**src/include/acs_pkg.sv**
```systemverilog
// package: constants and types of the sample/conversion sequencer
package acs_pkg;
  // ----------------------------------------------------------------
  // frame and word sizes
  // ----------------------------------------------------------------
  localparam int         CMD_W        = 4;
  localparam int         CFG_W        = 12;
  localparam int         RES_W        = 14;
  localparam int         OUT_W        = 16;
  localparam int         FIFO_D       = 8;
  localparam logic [3:0] CMD_CFG_WR   = 4'hA;
  localparam logic [3:0] CMD_FIFO_RD  = 4'hE;
  // ----------------------------------------------------------------
  // config word layout and reset value
  // ----------------------------------------------------------------
  localparam int          CFG_THR_LSB    = 0;
  localparam int          CFG_PINSEL_BIT = 2;
  localparam int          CFG_SWEEP_LSB  = 3;
  localparam int          CFG_MODE_LSB   = 5;
  localparam int          CFG_INTCLK_BIT = 7;
  localparam int          CFG_LONG_BIT   = 8;
  localparam logic [11:0] CFG_RESET      = 12'h000;
  // pin vector order {sdi, osc, trig_n, sclk, fs, cs_n}
  localparam int          PIN_CS   = 0;
  localparam int          PIN_FS   = 1;
  localparam int          PIN_SCLK = 2;
  localparam int          PIN_TRIG = 3;
  localparam int          PIN_OSC  = 4;
  localparam int          PIN_SDI  = 5;
  localparam logic [5:0]  PIN_RESET = 6'h0B;
  // ----------------------------------------------------------------
  // timing counts
  // ----------------------------------------------------------------
  localparam logic [5:0] SETUP_FALLS  = 6'h04;
  localparam logic [5:0] SHORT_SAMPLE = 6'h0C;
  localparam logic [5:0] LONG_SAMPLE  = 6'h2C;
  localparam logic [4:0] CONV_CLK_14  = 5'h12;
  localparam logic [4:0] CONV_CLK_12  = 5'h0D;
  localparam logic [1:0] SCLK_DIV_LAST = 2'h3;
  localparam int         CLK_NS        = 25;
  localparam int         INT_DELAY_NS  = 15;
  localparam int         INT_DELAY_CYC = (INT_DELAY_NS + CLK_NS - 1) / CLK_NS;
  localparam logic [1:0] DLY_LAST      = 2'(INT_DELAY_CYC - 1);
  localparam logic [3:0] THR_8 = 4'h8;
  localparam logic [3:0] THR_6 = 4'h6;
  localparam logic [3:0] THR_4 = 4'h4;
  localparam logic [3:0] THR_2 = 4'h2;
  // ----------------------------------------------------------------
  // types
  // ----------------------------------------------------------------
  typedef enum logic [1:0] {
    MODE_ONE = 2'b00, MODE_REPEAT = 2'b01, MODE_SWEEP = 2'b10, MODE_RSWEEP = 2'b11
  } acs_mode_t;
  typedef enum logic [2:0] {
    ST_IDLE = 3'b000, ST_SETUP = 3'b001, ST_SAMPLE = 3'b010, ST_CFG = 3'b011,
    ST_EXT_SAMP = 3'b100, ST_EXT_DLY = 3'b101, ST_CONV = 3'b110, ST_FINISH = 3'b111
  } acs_state_t;
endpackage

```
**src/verilog/acs_sequencer.sv**
```systemverilog
// sample/conversion sequencer with result fifo
// Behaviour
// - short sampling: 12 sclk after fourth fall
// - long sampling holds 44 sclk periods
// - trigger low samples, rise converts after delay
// - leave extended after two frame starts
// - conversion starts at fall 16/48 or trigger
// - conversion lasts 18 or 13 clocks plus delay
// - conv clock: oscillator or four sclk
// - busy low during conversion, flag at end
// - one shot: single conversion, no fifo
// - repeat fills fifo to threshold, flag
// - select during run is a dummy
// - repeat with trigger restarts immediately
// - sweep follows sequence, stops at threshold
// - sweep idles until read or config
// - arm select after read keeps sequence
// - repeat sweep restarts without read
// - frame: 4-bit command, optional 12 data
// - previous result 14/12 bits shifted out
// - threshold field selects 8/6/4/2 results
// - status pin: flag or busy, mode 00
// ------------------------------------------------------------------
// result fifo
// ------------------------------------------------------------------
module acs_fifo #(
  parameter int W = 14,
  parameter int D = 8
) (
  // clock, reset
  input  wire logic         i_core_clk,
  input  wire logic         i_rst,
  input  wire logic         i_flush,
  // fill side
  input  wire logic         i_valid,
  output logic              o_ready,
  input  wire logic [W-1:0] i_data,
  // drain side
  output logic              o_valid,
  input  wire logic         i_ready,
  output logic [W-1:0]      o_data
);
  localparam int AW = $clog2(D);
  logic [W-1:0] mem_r [D];
  logic [AW-1:0] wr_r, rd_r;
  logic [AW:0]   cnt_r;
  wire push = i_valid && o_ready;
  wire pop  = o_valid && i_ready;
  assign o_ready = cnt_r != (AW+1)'(D);
  assign o_valid = cnt_r != '0;
  assign o_data  = mem_r[rd_r];
  always_ff @(posedge i_core_clk) begin
    if (push) begin
      mem_r[wr_r] <= i_data;
    end
  end
  always_ff @(posedge i_core_clk or posedge i_rst) begin
    if (i_rst) begin
      wr_r  <= '0;
      rd_r  <= '0;
      cnt_r <= '0;
    end else if (i_flush) begin
      wr_r  <= '0;
      rd_r  <= '0;
      cnt_r <= '0;
    end else begin
      wr_r  <= wr_r + AW'(push);
      rd_r  <= rd_r + AW'(pop);
      cnt_r <= cnt_r + (AW+1)'(push) - (AW+1)'(pop);
    end
  end
endmodule
// ------------------------------------------------------------------
// sequencer top
// ------------------------------------------------------------------
module acs_sequencer (
  // clock, reset
  input  wire logic                       i_core_clk,
  input  wire logic                       i_rst,
  // serial link pins
  input  wire logic                       i_cs_n,
  input  wire logic                       i_frame_sync,
  input  wire logic                       i_sclk,
  input  wire logic                       i_serial_cmd_in,
  input  wire logic                       i_ext_sample_trigger_n,
  input  wire logic                       i_on_chip_conv_clock,
  output logic                            o_serial_result_out,
  output logic                            o_serial_result_oe,
  // converter core
  input  wire logic [acs_pkg::RES_W-1:0]  i_adc_result,
  input  wire logic                       i_res_12bit,
  output logic                            o_sample_en,
  output logic [2:0]                      o_adc_channel,
  // status
  output logic                            o_status_n,
  output logic                            o_conv_busy_n,
  output logic                            o_result_ready_flag_n
);
  function automatic logic [2:0] seq_chan(input logic [1:0] sel, input logic [2:0] idx);
    unique case (sel)
      2'b00: seq_chan = idx;
      2'b01: seq_chan = {idx[1:0], 1'b0};
      2'b10: seq_chan = {idx[2:1], 1'b0};
      2'b11: seq_chan = {1'b0, idx[0], 1'b0};
    endcase
  endfunction
  function automatic logic [3:0] thr_count(input logic [1:0] sel);
    unique case (sel)
      2'b00: thr_count = acs_pkg::THR_8;
      2'b01: thr_count = acs_pkg::THR_6;
      2'b10: thr_count = acs_pkg::THR_4;
      2'b11: thr_count = acs_pkg::THR_2;
    endcase
  endfunction
  acs_pkg::acs_state_t state_r, state_nxt;
  logic [5:0]  s1_r, s2_r, s3_r, stab_r, prev_r;
  logic [5:0]  fall_r;
  logic [11:0] sh_r, cfg_r;
  logic [1:0]  div_r, dly_r;
  logic [4:0]  conv_cnt_r;
  logic [6:0]  conv_falls_r;
  logic [3:0]  cnt_r;
  logic [2:0]  idx_r, chan_r;
  logic        run_r, halt_r, armed_r, ext_mode_r, ext_cnt_r;
  logic [acs_pkg::RES_W-1:0] last_r;
  logic [acs_pkg::OUT_W-1:0] out_sr_r;
  logic                      fifo_in_rdy, fifo_out_vld;
  logic [acs_pkg::RES_W-1:0] fifo_data;
  // ----------------------------------------------------------------
  // pin synchronisers and edges
  // ----------------------------------------------------------------
  // a level counts only once the second and third stage agree
  wire [5:0] pins = {i_serial_cmd_in, i_on_chip_conv_clock, i_ext_sample_trigger_n,
                     i_sclk, i_frame_sync, i_cs_n};
  wire [5:0] stab_nxt = (s2_r & s3_r) | (stab_r & (s2_r ^ s3_r));
  wire [5:0] rise = stab_r & ~prev_r;
  wire [5:0] fall = ~stab_r & prev_r;
  wire frame_start = fall[acs_pkg::PIN_CS] || rise[acs_pkg::PIN_FS];
  wire sclk_fall   = fall[acs_pkg::PIN_SCLK];
  wire trig_fall   = fall[acs_pkg::PIN_TRIG];
  wire trig_rise   = rise[acs_pkg::PIN_TRIG];
  // ----------------------------------------------------------------
  // decode
  // ----------------------------------------------------------------
  wire acs_pkg::acs_mode_t mode = acs_pkg::acs_mode_t'(cfg_r[acs_pkg::CFG_MODE_LSB +: 2]);
  wire        mode_one = mode == acs_pkg::MODE_ONE;
  wire        pinsel   = cfg_r[acs_pkg::CFG_PINSEL_BIT];
  wire        long_smp = cfg_r[acs_pkg::CFG_LONG_BIT];
  wire [1:0]  sweep    = cfg_r[acs_pkg::CFG_SWEEP_LSB +: 2];
  wire [3:0]  thr      = thr_count(cfg_r[acs_pkg::CFG_THR_LSB +: 2]);
  wire [5:0]  fall_nxt = (fall_r == 6'h3F) ? fall_r : fall_r + 6'h01;
  wire [11:0] sh_nxt   = {sh_r[10:0], stab_r[acs_pkg::PIN_SDI]};
  wire [3:0]  cmd      = sh_nxt[3:0];
  wire cmd_dec  = state_r == acs_pkg::ST_SETUP && sclk_fall && !frame_start &&
                  fall_nxt == acs_pkg::SETUP_FALLS;
  wire is_cfg   = cmd == acs_pkg::CMD_CFG_WR;
  wire is_read  = cmd == acs_pkg::CMD_FIFO_RD;
  wire is_sel   = !cmd[3];
  wire cfg_go   = state_r == acs_pkg::ST_CFG && sclk_fall && !frame_start &&
                  fall_nxt == acs_pkg::SETUP_FALLS + 6'(acs_pkg::CFG_W);
  wire samp_go  = cmd_dec && is_sel && !ext_mode_r && !halt_r;
  wire [5:0] samp_end = acs_pkg::SETUP_FALLS +
                  (long_smp ? acs_pkg::LONG_SAMPLE : acs_pkg::SHORT_SAMPLE);
  wire trig_go  = trig_fall && state_r == acs_pkg::ST_IDLE && armed_r && !halt_r;
  wire run_go   = !mode_one && !run_r && (samp_go || trig_go);
  wire conv_tick = cfg_r[acs_pkg::CFG_INTCLK_BIT] ? rise[acs_pkg::PIN_OSC] :
                   (sclk_fall && div_r == acs_pkg::SCLK_DIV_LAST);
  wire [4:0] conv_last = (i_res_12bit ? acs_pkg::CONV_CLK_12 : acs_pkg::CONV_CLK_14) - 5'h01;
  wire dly_done = dly_r == acs_pkg::DLY_LAST;
  wire fin_go   = state_r == acs_pkg::ST_FINISH && dly_done && !frame_start &&
                  (mode_one || fifo_in_rdy); // fifo back-pressure stalls the finish
  wire push     = fin_go && !mode_one;
  wire thr_hit  = push && (cnt_r + 4'h1 == thr);
  wire pop      = cmd_dec && is_read && fifo_out_vld;
  wire flag_nxt = (fin_go && (mode_one ? !pinsel : thr_hit)) ? 1'b0 :
                  (frame_start ? 1'b1 : o_result_ready_flag_n); // set wins
  wire busy_nxt = !(state_nxt == acs_pkg::ST_CONV || state_nxt == acs_pkg::ST_FINISH);
  wire [2:0] cur_chan = (mode == acs_pkg::MODE_SWEEP || mode == acs_pkg::MODE_RSWEEP) ?
                        seq_chan(sweep, idx_r) : chan_r;
  wire [acs_pkg::RES_W-1:0] out_src = (fifo_out_vld && !mode_one) ? fifo_data : last_r;
  always_comb begin
    state_nxt = state_r;
    unique case (state_r)
      acs_pkg::ST_IDLE:     if (trig_go) state_nxt = acs_pkg::ST_EXT_SAMP;
      acs_pkg::ST_SETUP:    if (cmd_dec) begin
        state_nxt = is_cfg ? acs_pkg::ST_CFG :
                    (samp_go ? acs_pkg::ST_SAMPLE : acs_pkg::ST_IDLE);
      end
      acs_pkg::ST_SAMPLE:   if (trig_fall) begin
        state_nxt = acs_pkg::ST_EXT_SAMP;
      end else if (sclk_fall && fall_nxt == samp_end) begin
        state_nxt = acs_pkg::ST_CONV;
      end
      acs_pkg::ST_CFG:      if (cfg_go) state_nxt = acs_pkg::ST_IDLE;
      acs_pkg::ST_EXT_SAMP: if (trig_rise) state_nxt = acs_pkg::ST_EXT_DLY;
      acs_pkg::ST_EXT_DLY:  if (dly_done) state_nxt = acs_pkg::ST_CONV;
      acs_pkg::ST_CONV:     if (conv_tick && conv_cnt_r == conv_last) begin
        state_nxt = acs_pkg::ST_FINISH;
      end
      acs_pkg::ST_FINISH:   if (fin_go) state_nxt = acs_pkg::ST_IDLE;
    endcase
    // a new frame aborts whatever runs
    if (frame_start) state_nxt = acs_pkg::ST_SETUP;
  end
  // ----------------------------------------------------------------
  // registers
  // ----------------------------------------------------------------
  always_ff @(posedge i_core_clk or posedge i_rst) begin
    if (i_rst) begin
      {s1_r, s2_r, s3_r, stab_r, prev_r} <= {5{acs_pkg::PIN_RESET}};
      state_r <= acs_pkg::ST_IDLE;
      fall_r  <= '0;
      sh_r    <= '0;
      cfg_r   <= acs_pkg::CFG_RESET;
      div_r   <= '0;
      dly_r   <= '0;
      {conv_cnt_r, conv_falls_r} <= '0;
    end else begin
      {s1_r, s2_r, s3_r} <= {pins, s1_r, s2_r};
      stab_r  <= stab_nxt;
      prev_r  <= stab_r;
      state_r <= state_nxt;
      fall_r  <= frame_start ? 6'h00 : (sclk_fall ? fall_nxt : fall_r);
      sh_r    <= sclk_fall ? sh_nxt : sh_r;
      if (cfg_go) cfg_r <= sh_nxt;
      div_r   <= (state_r != acs_pkg::ST_CONV) ? 2'h0 : div_r + 2'(sclk_fall);
      dly_r   <= (state_nxt != state_r) ? 2'h0 : dly_r + 2'h1;
      conv_cnt_r <= (state_r != acs_pkg::ST_CONV) ? 5'h00 : conv_cnt_r + 5'(conv_tick);
      conv_falls_r <= (state_r != acs_pkg::ST_CONV) ? 7'h00 : conv_falls_r + 7'(sclk_fall);
    end
  end
  always_ff @(posedge i_core_clk or posedge i_rst) begin
    if (i_rst) begin
      {run_r, halt_r, armed_r, ext_mode_r, ext_cnt_r} <= '0;
      {cnt_r, idx_r, chan_r} <= '0;
      last_r <= '0;
    end else begin
      run_r  <= run_go || (run_r && !thr_hit);
      halt_r <= (thr_hit && mode == acs_pkg::MODE_SWEEP) ||
                (halt_r && !(cmd_dec && (is_read || is_cfg)));
      armed_r <= (cmd_dec && is_sel) || (armed_r && !(cmd_dec && (is_read || is_cfg)));
      if (state_nxt == acs_pkg::ST_EXT_SAMP && state_r != acs_pkg::ST_EXT_SAMP) begin
        ext_mode_r <= 1'b1;
        ext_cnt_r  <= 1'b0;
      end else if (frame_start && ext_mode_r && stab_r[acs_pkg::PIN_TRIG]) begin
        ext_cnt_r  <= 1'b1;
        ext_mode_r <= !ext_cnt_r;
      end
      cnt_r <= run_go ? 4'h0 : cnt_r + 4'(push);
      idx_r <= run_go ? 3'h0 : idx_r + 3'(push);
      // a select during a run is only a dummy
      if (cmd_dec && is_sel && (mode_one || !run_r)) chan_r <= cmd[2:0];
      if (fin_go) last_r <= i_adc_result;
    end
  end
  always_ff @(posedge i_core_clk or posedge i_rst) begin
    if (i_rst) begin
      out_sr_r              <= '0;
      o_serial_result_out   <= 1'b0;
      o_serial_result_oe    <= 1'b0;
      o_sample_en           <= 1'b0;
      o_adc_channel         <= '0;
      o_status_n            <= 1'b1;
      o_conv_busy_n         <= 1'b1;
      o_result_ready_flag_n <= 1'b1;
    end else begin
      // 12-bit variant sends four don't-care bits
      if (frame_start) begin
        out_sr_r <= {out_src[13:2], (i_res_12bit ? 2'b00 : out_src[1:0]), 2'b00};
      end else if (sclk_fall) begin
        out_sr_r <= {out_sr_r[14:0], 1'b0};
      end
      o_serial_result_out   <= frame_start ? out_src[13] : (sclk_fall ? out_sr_r[14] :
                               out_sr_r[15]);
      o_serial_result_oe    <= !stab_nxt[acs_pkg::PIN_CS];
      o_sample_en           <= state_nxt == acs_pkg::ST_SAMPLE ||
                               state_nxt == acs_pkg::ST_EXT_SAMP;
      o_adc_channel         <= cur_chan;
      o_conv_busy_n         <= busy_nxt;
      o_result_ready_flag_n <= flag_nxt;
      o_status_n            <= (pinsel && mode_one) ? busy_nxt : flag_nxt;
    end
  end
  acs_fifo #(.W(acs_pkg::RES_W), .D(acs_pkg::FIFO_D)) u_fifo (
    .i_core_clk (i_core_clk),
    .i_rst      (i_rst),
    .i_flush    (run_go), // new run overwrites old results
    .i_valid    (push),
    .o_ready    (fifo_in_rdy),
    .i_data     (i_adc_result),
    .o_valid    (fifo_out_vld),
    .i_ready    (pop),
    .o_data     (fifo_data)
  );

  wire smp_step = state_r == acs_pkg::ST_SAMPLE && sclk_fall && !trig_fall && !frame_start;
endmodule

```
**config.mk**
```make
export PLATFORM = sky130hd
export DESIGN_NAME = acs_sequencer
export DESIGN_NICKNAME = d
export VERILOG_FILES = /design/src/include/acs_pkg.sv /design/src/verilog/acs_sequencer.sv
export SDC_FILE = /design/constraint.sdc
export NUM_CORES = 1
export LEC_CHECK = 0
export ABC_AREA = 1
export BUFFER_PORTS_ARGS = -buffer_cell sky130_fd_sc_hd__buf_2
export CAP_MARGIN = 30
export CORE_AREA = 2 2 211 213
export CTS_CLUSTER_SIZE = 14
export DETAILED_ROUTE_END_ITERATION = 16
export DIE_AREA = 0 0 213 215
export REMOVE_ABC_BUFFERS = 1
export SYNTH_ARGS = -nofsm -noshare
export SYNTH_HDL_FRONTEND = slang
export SYNTH_HIERARCHICAL = 1
export SYNTH_SLANG_ARGS = --single-unit
```
**constraint.sdc**
```tcl
create_clock -name i_core_clk -period 6.03 [get_ports i_core_clk]
set_input_delay 0.3015 -clock i_core_clk [delete_from_list [all_inputs] [get_ports i_core_clk]]
set_output_delay 0.3015 -clock i_core_clk [all_outputs]
set_load 0.01 [all_outputs]
```
# Yosys cells after proc, flatten, opt, wreduce, memory -nomap -nowiden
# Memory sizes are Yosys's and may differ from the RTL's.
# Cells that the tools add are included.
[word_totals]
n_memories = 1
reg_bits = 128
ram_bits = 112
out_inout_bits = 9
[classes]
n_reduce_logical = 69
add_sub_neg = 13
mux = 46
n_bitwise = 8
eq_ne = 32
[mem_list]
columns = ["name", "words", "width", "rd", "rd_ports_with_merged_regs", "write_ports", "line", "text"]
rows = [
  ["u_fifo.mem_r", 8, 14, 1, 0, 1, "acs_sequencer.sv:44", "logic [W-1:0] mem_r [D];"],
]
[op_table]
columns = ["cell", "n"]
rows = [
  ["$mux W3", 14],
  ["$logic_and A1 B1 Y1", 38],
  ["$mux W16", 2],
  ["$mux W6", 4],
  ["$pmux W3 S8", 1],
  ["$eq A3 B3 Y1 const B", 7],
  ["$pmux W4 S4", 1],
  ["$eq A2 B2 Y1 const B", 7],
  ["$mux W14", 1],
  ["$mux W1", 13],
  ["$and A6 B6 Y6", 2],
  ["$logic_not A1 Y1", 12],
  ["$pmux W3 S4", 1],
  ["$logic_or A1 B1 Y1", 11],
  ["$mux W2", 5],
  ["$mux W5", 2],
  ["$add A3 B1 Y3", 3],
  ["$eq A3 B2 Y1 const B", 3],
  ["$add A4 B1 Y4", 2],
  ["$eq A4 B4 Y1 const B", 2],
  ["$logic_not A2 Y1", 4],
  ["$mux W4", 2],
  ["$add A3 B6 Y6 const A", 1],
  ["$add A6 B1 Y6 const B", 1],
  ["26 further kinds", 29],
]

# Longest topological paths before layout
[logic_depth]
ltp_word = 18
ltp_mapped = 22
mapped_depth_nobuf = 22

# Hierarchy
# The synthesis kept the hierarchy.
[modules_own_cells]
columns = ["module", "instances", "cells_each", "area_per_inst_um2"]
rows = [
  ["acs_fifo", 1, 562, 5516.5],
  ["acs_sequencer", 1, 583, 5241.3],
]

# Worst setup path before layout
# No wires, ideal clock.
[synth_timing]
path_type = "flip-flop to flip-flop"
startpoint = "register stab_r[0]"
endpoint = "memory u_fifo.mem_r[6][0] (enable)"
slack_ns = 3.143
period_less_slack_ns = 2.887
arrival_ns = 2.484
t_required_ns = 5.627
setup_ns = 0.403
path_stages_with_launch = 10
path_buffers = 1
cell_sequence = "dfstp_2 -> inv_1 -> nand2_1 -> nand2_2 -> buf_2 -> nor2_1 -> nand2_2 -> nor2_1 -> nand2_1 -> nor3_1"
[synth_between]
elab_chain_len = 10
[synth_lines]
columns = ["element", "line", "text"]
rows = [
  ["start: declaration", "acs_sequencer.sv:116", "logic [5:0] s1_r, s2_r, s3_r, stab_r, prev_r;"],
  ["start signal: assignment", "acs_sequencer.sv:210", "{s1_r, s2_r, s3_r, stab_r, prev_r} <= {5{acs_pkg::PIN_RESET}};"],
  ["start signal: assignment", "acs_sequencer.sv:220", "stab_r <= stab_nxt;"],
  ["$not A4 Y4", "acs_sequencer.sv:137", "wire [5:0] fall = ~stab_r & prev_r;"],
  ["$and A4 B4 Y4", "acs_sequencer.sv:137", ""],
  ["$logic_or A1 B1 Y1", "acs_sequencer.sv:138", "wire frame_start = fall[acs_pkg::PIN_CS] || rise[acs_pkg::PIN_FS];"],
  ["$logic_not A1 Y1", "-", ""],
  ["$logic_and A1 B1 Y1 (2 in series)", "acs_sequencer.sv:170", "wire fin_go = state_r == acs_pkg::ST_FINISH && dly_done && !frame_start &&"],
  ["$logic_and A1 B1 Y1", "acs_sequencer.sv:172", "wire push = fin_go && !mode_one;"],
  ["net push", "acs_sequencer.sv:172", ""],
  ["$logic_and A1 B1 Y1", "acs_sequencer.sv:47", "wire push = i_valid && o_ready;"],
  ["$mux W1", "acs_sequencer.sv:53", "if (push) begin"],
  ["$mux W1 (not written as such)", "acs_sequencer.sv:54", "mem_r[wr_r] <= i_data;"],
  ["end: declaration", "acs_sequencer.sv:44", ""],
]
# The timed path passes the listed nets, and every way through them passes these cells.

# Worst setup path after layout
[layout_timing]
startpoint = "register stab_r[0]"
endpoint = "register u_fifo.cnt_r[1]"
[layout_between]
elab_cells_between_ends = 21
cone_classes = "add/sub: 2; mux: 1; bitwise: 2; reduce/logical: 16"
[layout_lines]
columns = ["element", "line", "text"]
rows = [
  ["$not A4 Y4", "acs_sequencer.sv:137", ""],
  ["$and A4 B4 Y4", "acs_sequencer.sv:137", ""],
  ["$logic_or A1 B1 Y1", "acs_sequencer.sv:138", ""],
  ["$logic_not A1 Y1", "-", ""],
  ["$logic_and A1 B1 Y1 (2 in series)", "acs_sequencer.sv:154", "wire cmd_dec = state_r == acs_pkg::ST_SETUP && sclk_fall && !frame_start &&"],
  ["$logic_and A1 B1 Y1 (2 in series)", "acs_sequencer.sv:174", "wire pop = cmd_dec && is_read && fifo_out_vld;"],
  ["net pop", "acs_sequencer.sv:174", ""],
  ["$logic_and A1 B1 Y1", "acs_sequencer.sv:48", "wire pop = o_valid && i_ready;"],
  ["$sub A4 B1 Y4", "acs_sequencer.sv:69", "cnt_r <= cnt_r + (AW+1)'(push) - (AW+1)'(pop);"],
  ["$mux W4", "acs_sequencer.sv:62", "end else if (i_flush) begin"],
  ["end signal: assignment", "acs_sequencer.sv:69", ""],
  ["end: declaration", "acs_sequencer.sv:46", "logic [AW:0] cnt_r;"],
]
# The timed path passes the listed nets, and every way through them passes these cells.
# A chain may end at the register's enable or synchronous reset.

==> metrics.cfg <==
[drt]
dr_total_vias = 7302
drc_errors = 0
drt_iter0_drc = 424
ant_nets = 0
wire_per_inst_um = 12.5
drt_pre_antenna_iters = 4
route.detailed.vias_per_inst = 4.07
totalWireLength_um = 22500

[final_layout]
syn2layout_area_growth_pct = 15.8
layout_commonest_cell = nand2_1
layout-drive-gt1-share = 0.105
most_frequent_cells_in_the_layout = nand2_1 (318), inv_1 (207), edfxtp_1 (112)
finalNetCount = 1238
finish.utilization = 0.285

[grt]
grt_remaining_overflow = 0
first_pass_grt_wire_length_um = 38100
track_usage = 0.101
grt_use_met1 = 0.131
grt_max_degree = 71
first_global_vias = 7558
grt.busiest_layer = met2
initial_antenna_violation_count = 1
use_met2 = 0.179
groute.layer.met3.usage = 0.0129

[timing]
final.setup.tns_ns = 0
final_min_period_over_clock_period = 0.674
hold_viol = 0
worstMarginPinSlew_ns = 0.943
final-setup-viol-count = 0
slew_headroom = 0.369
timing.final.crit_period_ns = 4.07
clock_skew_ns = 0.0165
grt_setup_unrepaired = no
fmax_mhz = 246
total_count_of_max_transition_violations_in_the_final_report = 0

[clocking]
ctsHoldBuffers = 7
clk_pin_slew_worst_paths_ns = 0.06
clk_root_buffer_cell = clkbuf_16
tritoncts = done
clock_tree.buffer_depth = 3
cts.sinks = 238
post_cts.resized_instances = 0
worstSkewPairLatency_ns = 0.52
cts_made_buffers = 24
cts_htree_levels = 1
cts.repair_timing.setup_buffer_count = 0

[yosys]
synth_area_per_inst_um2 = 9.40
ys_seq_area_frac = 0.608
synth_edf_count = 112
post_synthesis_cell_type_with_the_largest_combined_area = edfxtp_1
post_synth_instance_area_um2 = 10800
synth-warning-count = 6
synthesis.instances = 1145
synth_top_flop_cell = edfxtp_1
synth.distinct_cells = 43
asyncSetResetFlopFracSynth = 0.529
synth_top_area_frac = 0.313
post_synth_main_area_contributors = edfxtp_1 (31%), dfrtp_1 (25%), nand2_1 (11%)
ys_ff_latch = 238

[run]
max_cap_violations = 0

[die]
design.die.area_um2 = 45800
num_io_pins = 32
core.rowCount = 77
effective_utilization_at_floorplan = 0.246
core_area_um2 = 43600
die_h_um = 215
die_w_um = 213

[power_and_ir_drop]
p_leak_nw = 5.70
power_density_nw_per_um2 = 300
design_power_total_mw = 3.74
peakVddDrop_v = 0.000199

[critical_path]
r2r-start = stab_r[0]$_DFF_PP1_
crit_start = stab_r[0]$_DFF_PP1_
critical_path.endpoint_type = flip-flop
crit_fanout = 21
crit_arrival_ns = 4.46
crit_path_start_kind = flip-flop
critPathRequiredTime_ns = 6.42
critPathKind = reg -> reg

[place]
io_buffer_count = 31
gpl.final_weighted_congestion = 0.815
hpwlAfterDp_um = 14700

[hold_path]
hold_class = in -> reg
worst_hold_startpoint = i_adc_result[0]

[outcome]
status = complete, no violations

[state kept, by name, indices dropped and copies added (netlist names), 3 cells and up]
name	flops
u_fifo/mem_r	112
last_r	14
out_sr_r	14
cfg_r	9
sh_r	8
fall_r	6
s1_r	6
s2_r	6
s3_r	6
stab_r	6
conv_cnt_r	5
prev_r	5
cnt_r	4
u_fifo/cnt_r	4
chan_r	3
idx_r	3
o_adc_channel	3
state_r	3
u_fifo/rd_r	3
u_fifo/wr_r	3
[through the flow]
step	worst slack, ns	hold slack, ns	area, um2	cells
3_5_place_dp	1.94	0.336	11600	1744
6_report	1.96	0.0852	12500	1796
2_1_floorplan	2.69	0.142	10600	1111
4_1_cts	1.91	0.0715	12500	1795
3_3_place_gp	2.09	0.334	11600	1744
5_1_grt	1.42	0.0813	12500	1795
[synth_stat cells, types with 2 or more instances]
| library cell | n |
|---|---|
| ha_1 | 29 |
| o21ai_0 | 39 |
| inv_2 | 4 |
| or2_2 | 3 |
| o31ai_1 | 7 |
| clkbuf_1 | 11 |
| edfxtp_1 | 112 |
| dfstp_2 | 18 |
| nand3_1 | 83 |
| nand2_1 | 318 |
| a21o_1 | 5 |
| nand2_2 | 6 |
| buf_4 | 7 |
| nand4_1 | 8 |
| nand3_2 | 2 |
| inv_1 | 208 |
| xor2_1 | 2 |
| nor2_4 | 3 |
| a21oi_1 | 13 |
| buf_2 | 15 |
| nor2_1 | 83 |
| xnor2_1 | 9 |
| nor2_2 | 4 |
| o21bai_1 | 2 |
| dfrtp_1 | 108 |
| o22ai_1 | 6 |
| nor3_1 | 16 |
| o221ai_1 | 9 |
[report_power, final]
part           internal [mW]  total [mW]  leakage [nW]  switching, mW
Combinational          0.132       0.386          2.79          0.254
Clock                  0.870        1.47         0.377          0.598
Sequential              1.82        1.89          2.54         0.0681
[routing by layer]
layer,vias up,part of all wire,routed length (um)
li1,3694,-,-
met5,-,0,0
met4,0,0.016,360
met2,94,0.49,11100
met1,3488,0.46,10300
met3,26,0.032,714
[logic make-up after synthesis]
kind of cell / Yosys count / synth area share
compound gates: 88 / 0.0499
xor+xnor: 11 / 0.00896
fa+ha+maj: 30 / 0.0356
buf+inv: 247 / 0.0911
flops: 238 / 0.608
simple gates: 531 / 0.207
[worst max-delay path, cell delays in order (launching register included)]
cell and delay, ns:
dfstp_2 0.54, inv_1 0.04, nand2_1 0.06, nand2_2 0.17
inv_1 0.57, nand2_1 0.47, nor2_1 0.25, nand2_1 0.07
nor2_1 0.18, nand2_1 0.11, nor2_1 0.13, inv_1 0.08
nor3_1 0.12, and2_1 0.19, ha_1 0.24, inv_1 0.06
ha_1 0.17, fa_1 0.41, inv_1 0.06, nor2_1 0.03
[layout make-up]
| cell class | instances | area, um2 |
|---|---|---|
| diodes | 1 | 2.50 |
| clock buffers | 40 | 733 |
| clock inverters | 4 | 47.5 |
| fillers | 4512 | 31200 |
| inverters | 213 | 802 |
| multi-input cells | 660 | 3290 |
| flip-flops and latches | 238 | 6540 |
| well taps | 592 | 741 |
| repair buffers | 48 | 300 |
[worst paths after layout]
check | to | slack [ns] | cells past startpoint
max | u_fifo/cnt_r[1]$_DFF_PP0_ | 1.96 | 19
min | u_fifo/mem_r[6][0]$_DFFE_PP_ | 0.09 | 1
max reg2reg | u_fifo/cnt_r[1]$_DFF_PP0_ | 1.96 | 19
min reg2reg | s2_r[2]$_DFF_PP0_ | 0.35 | 0
max in group asynchronous | o_sample_en$_DFF_PP0_ | 4.30 | 4
min in group asynchronous | u_fifo/wr_r[2]$_DFF_PP0_ | 0.35 | 3
Note: power is estimated with default switching activity, not from simulation.
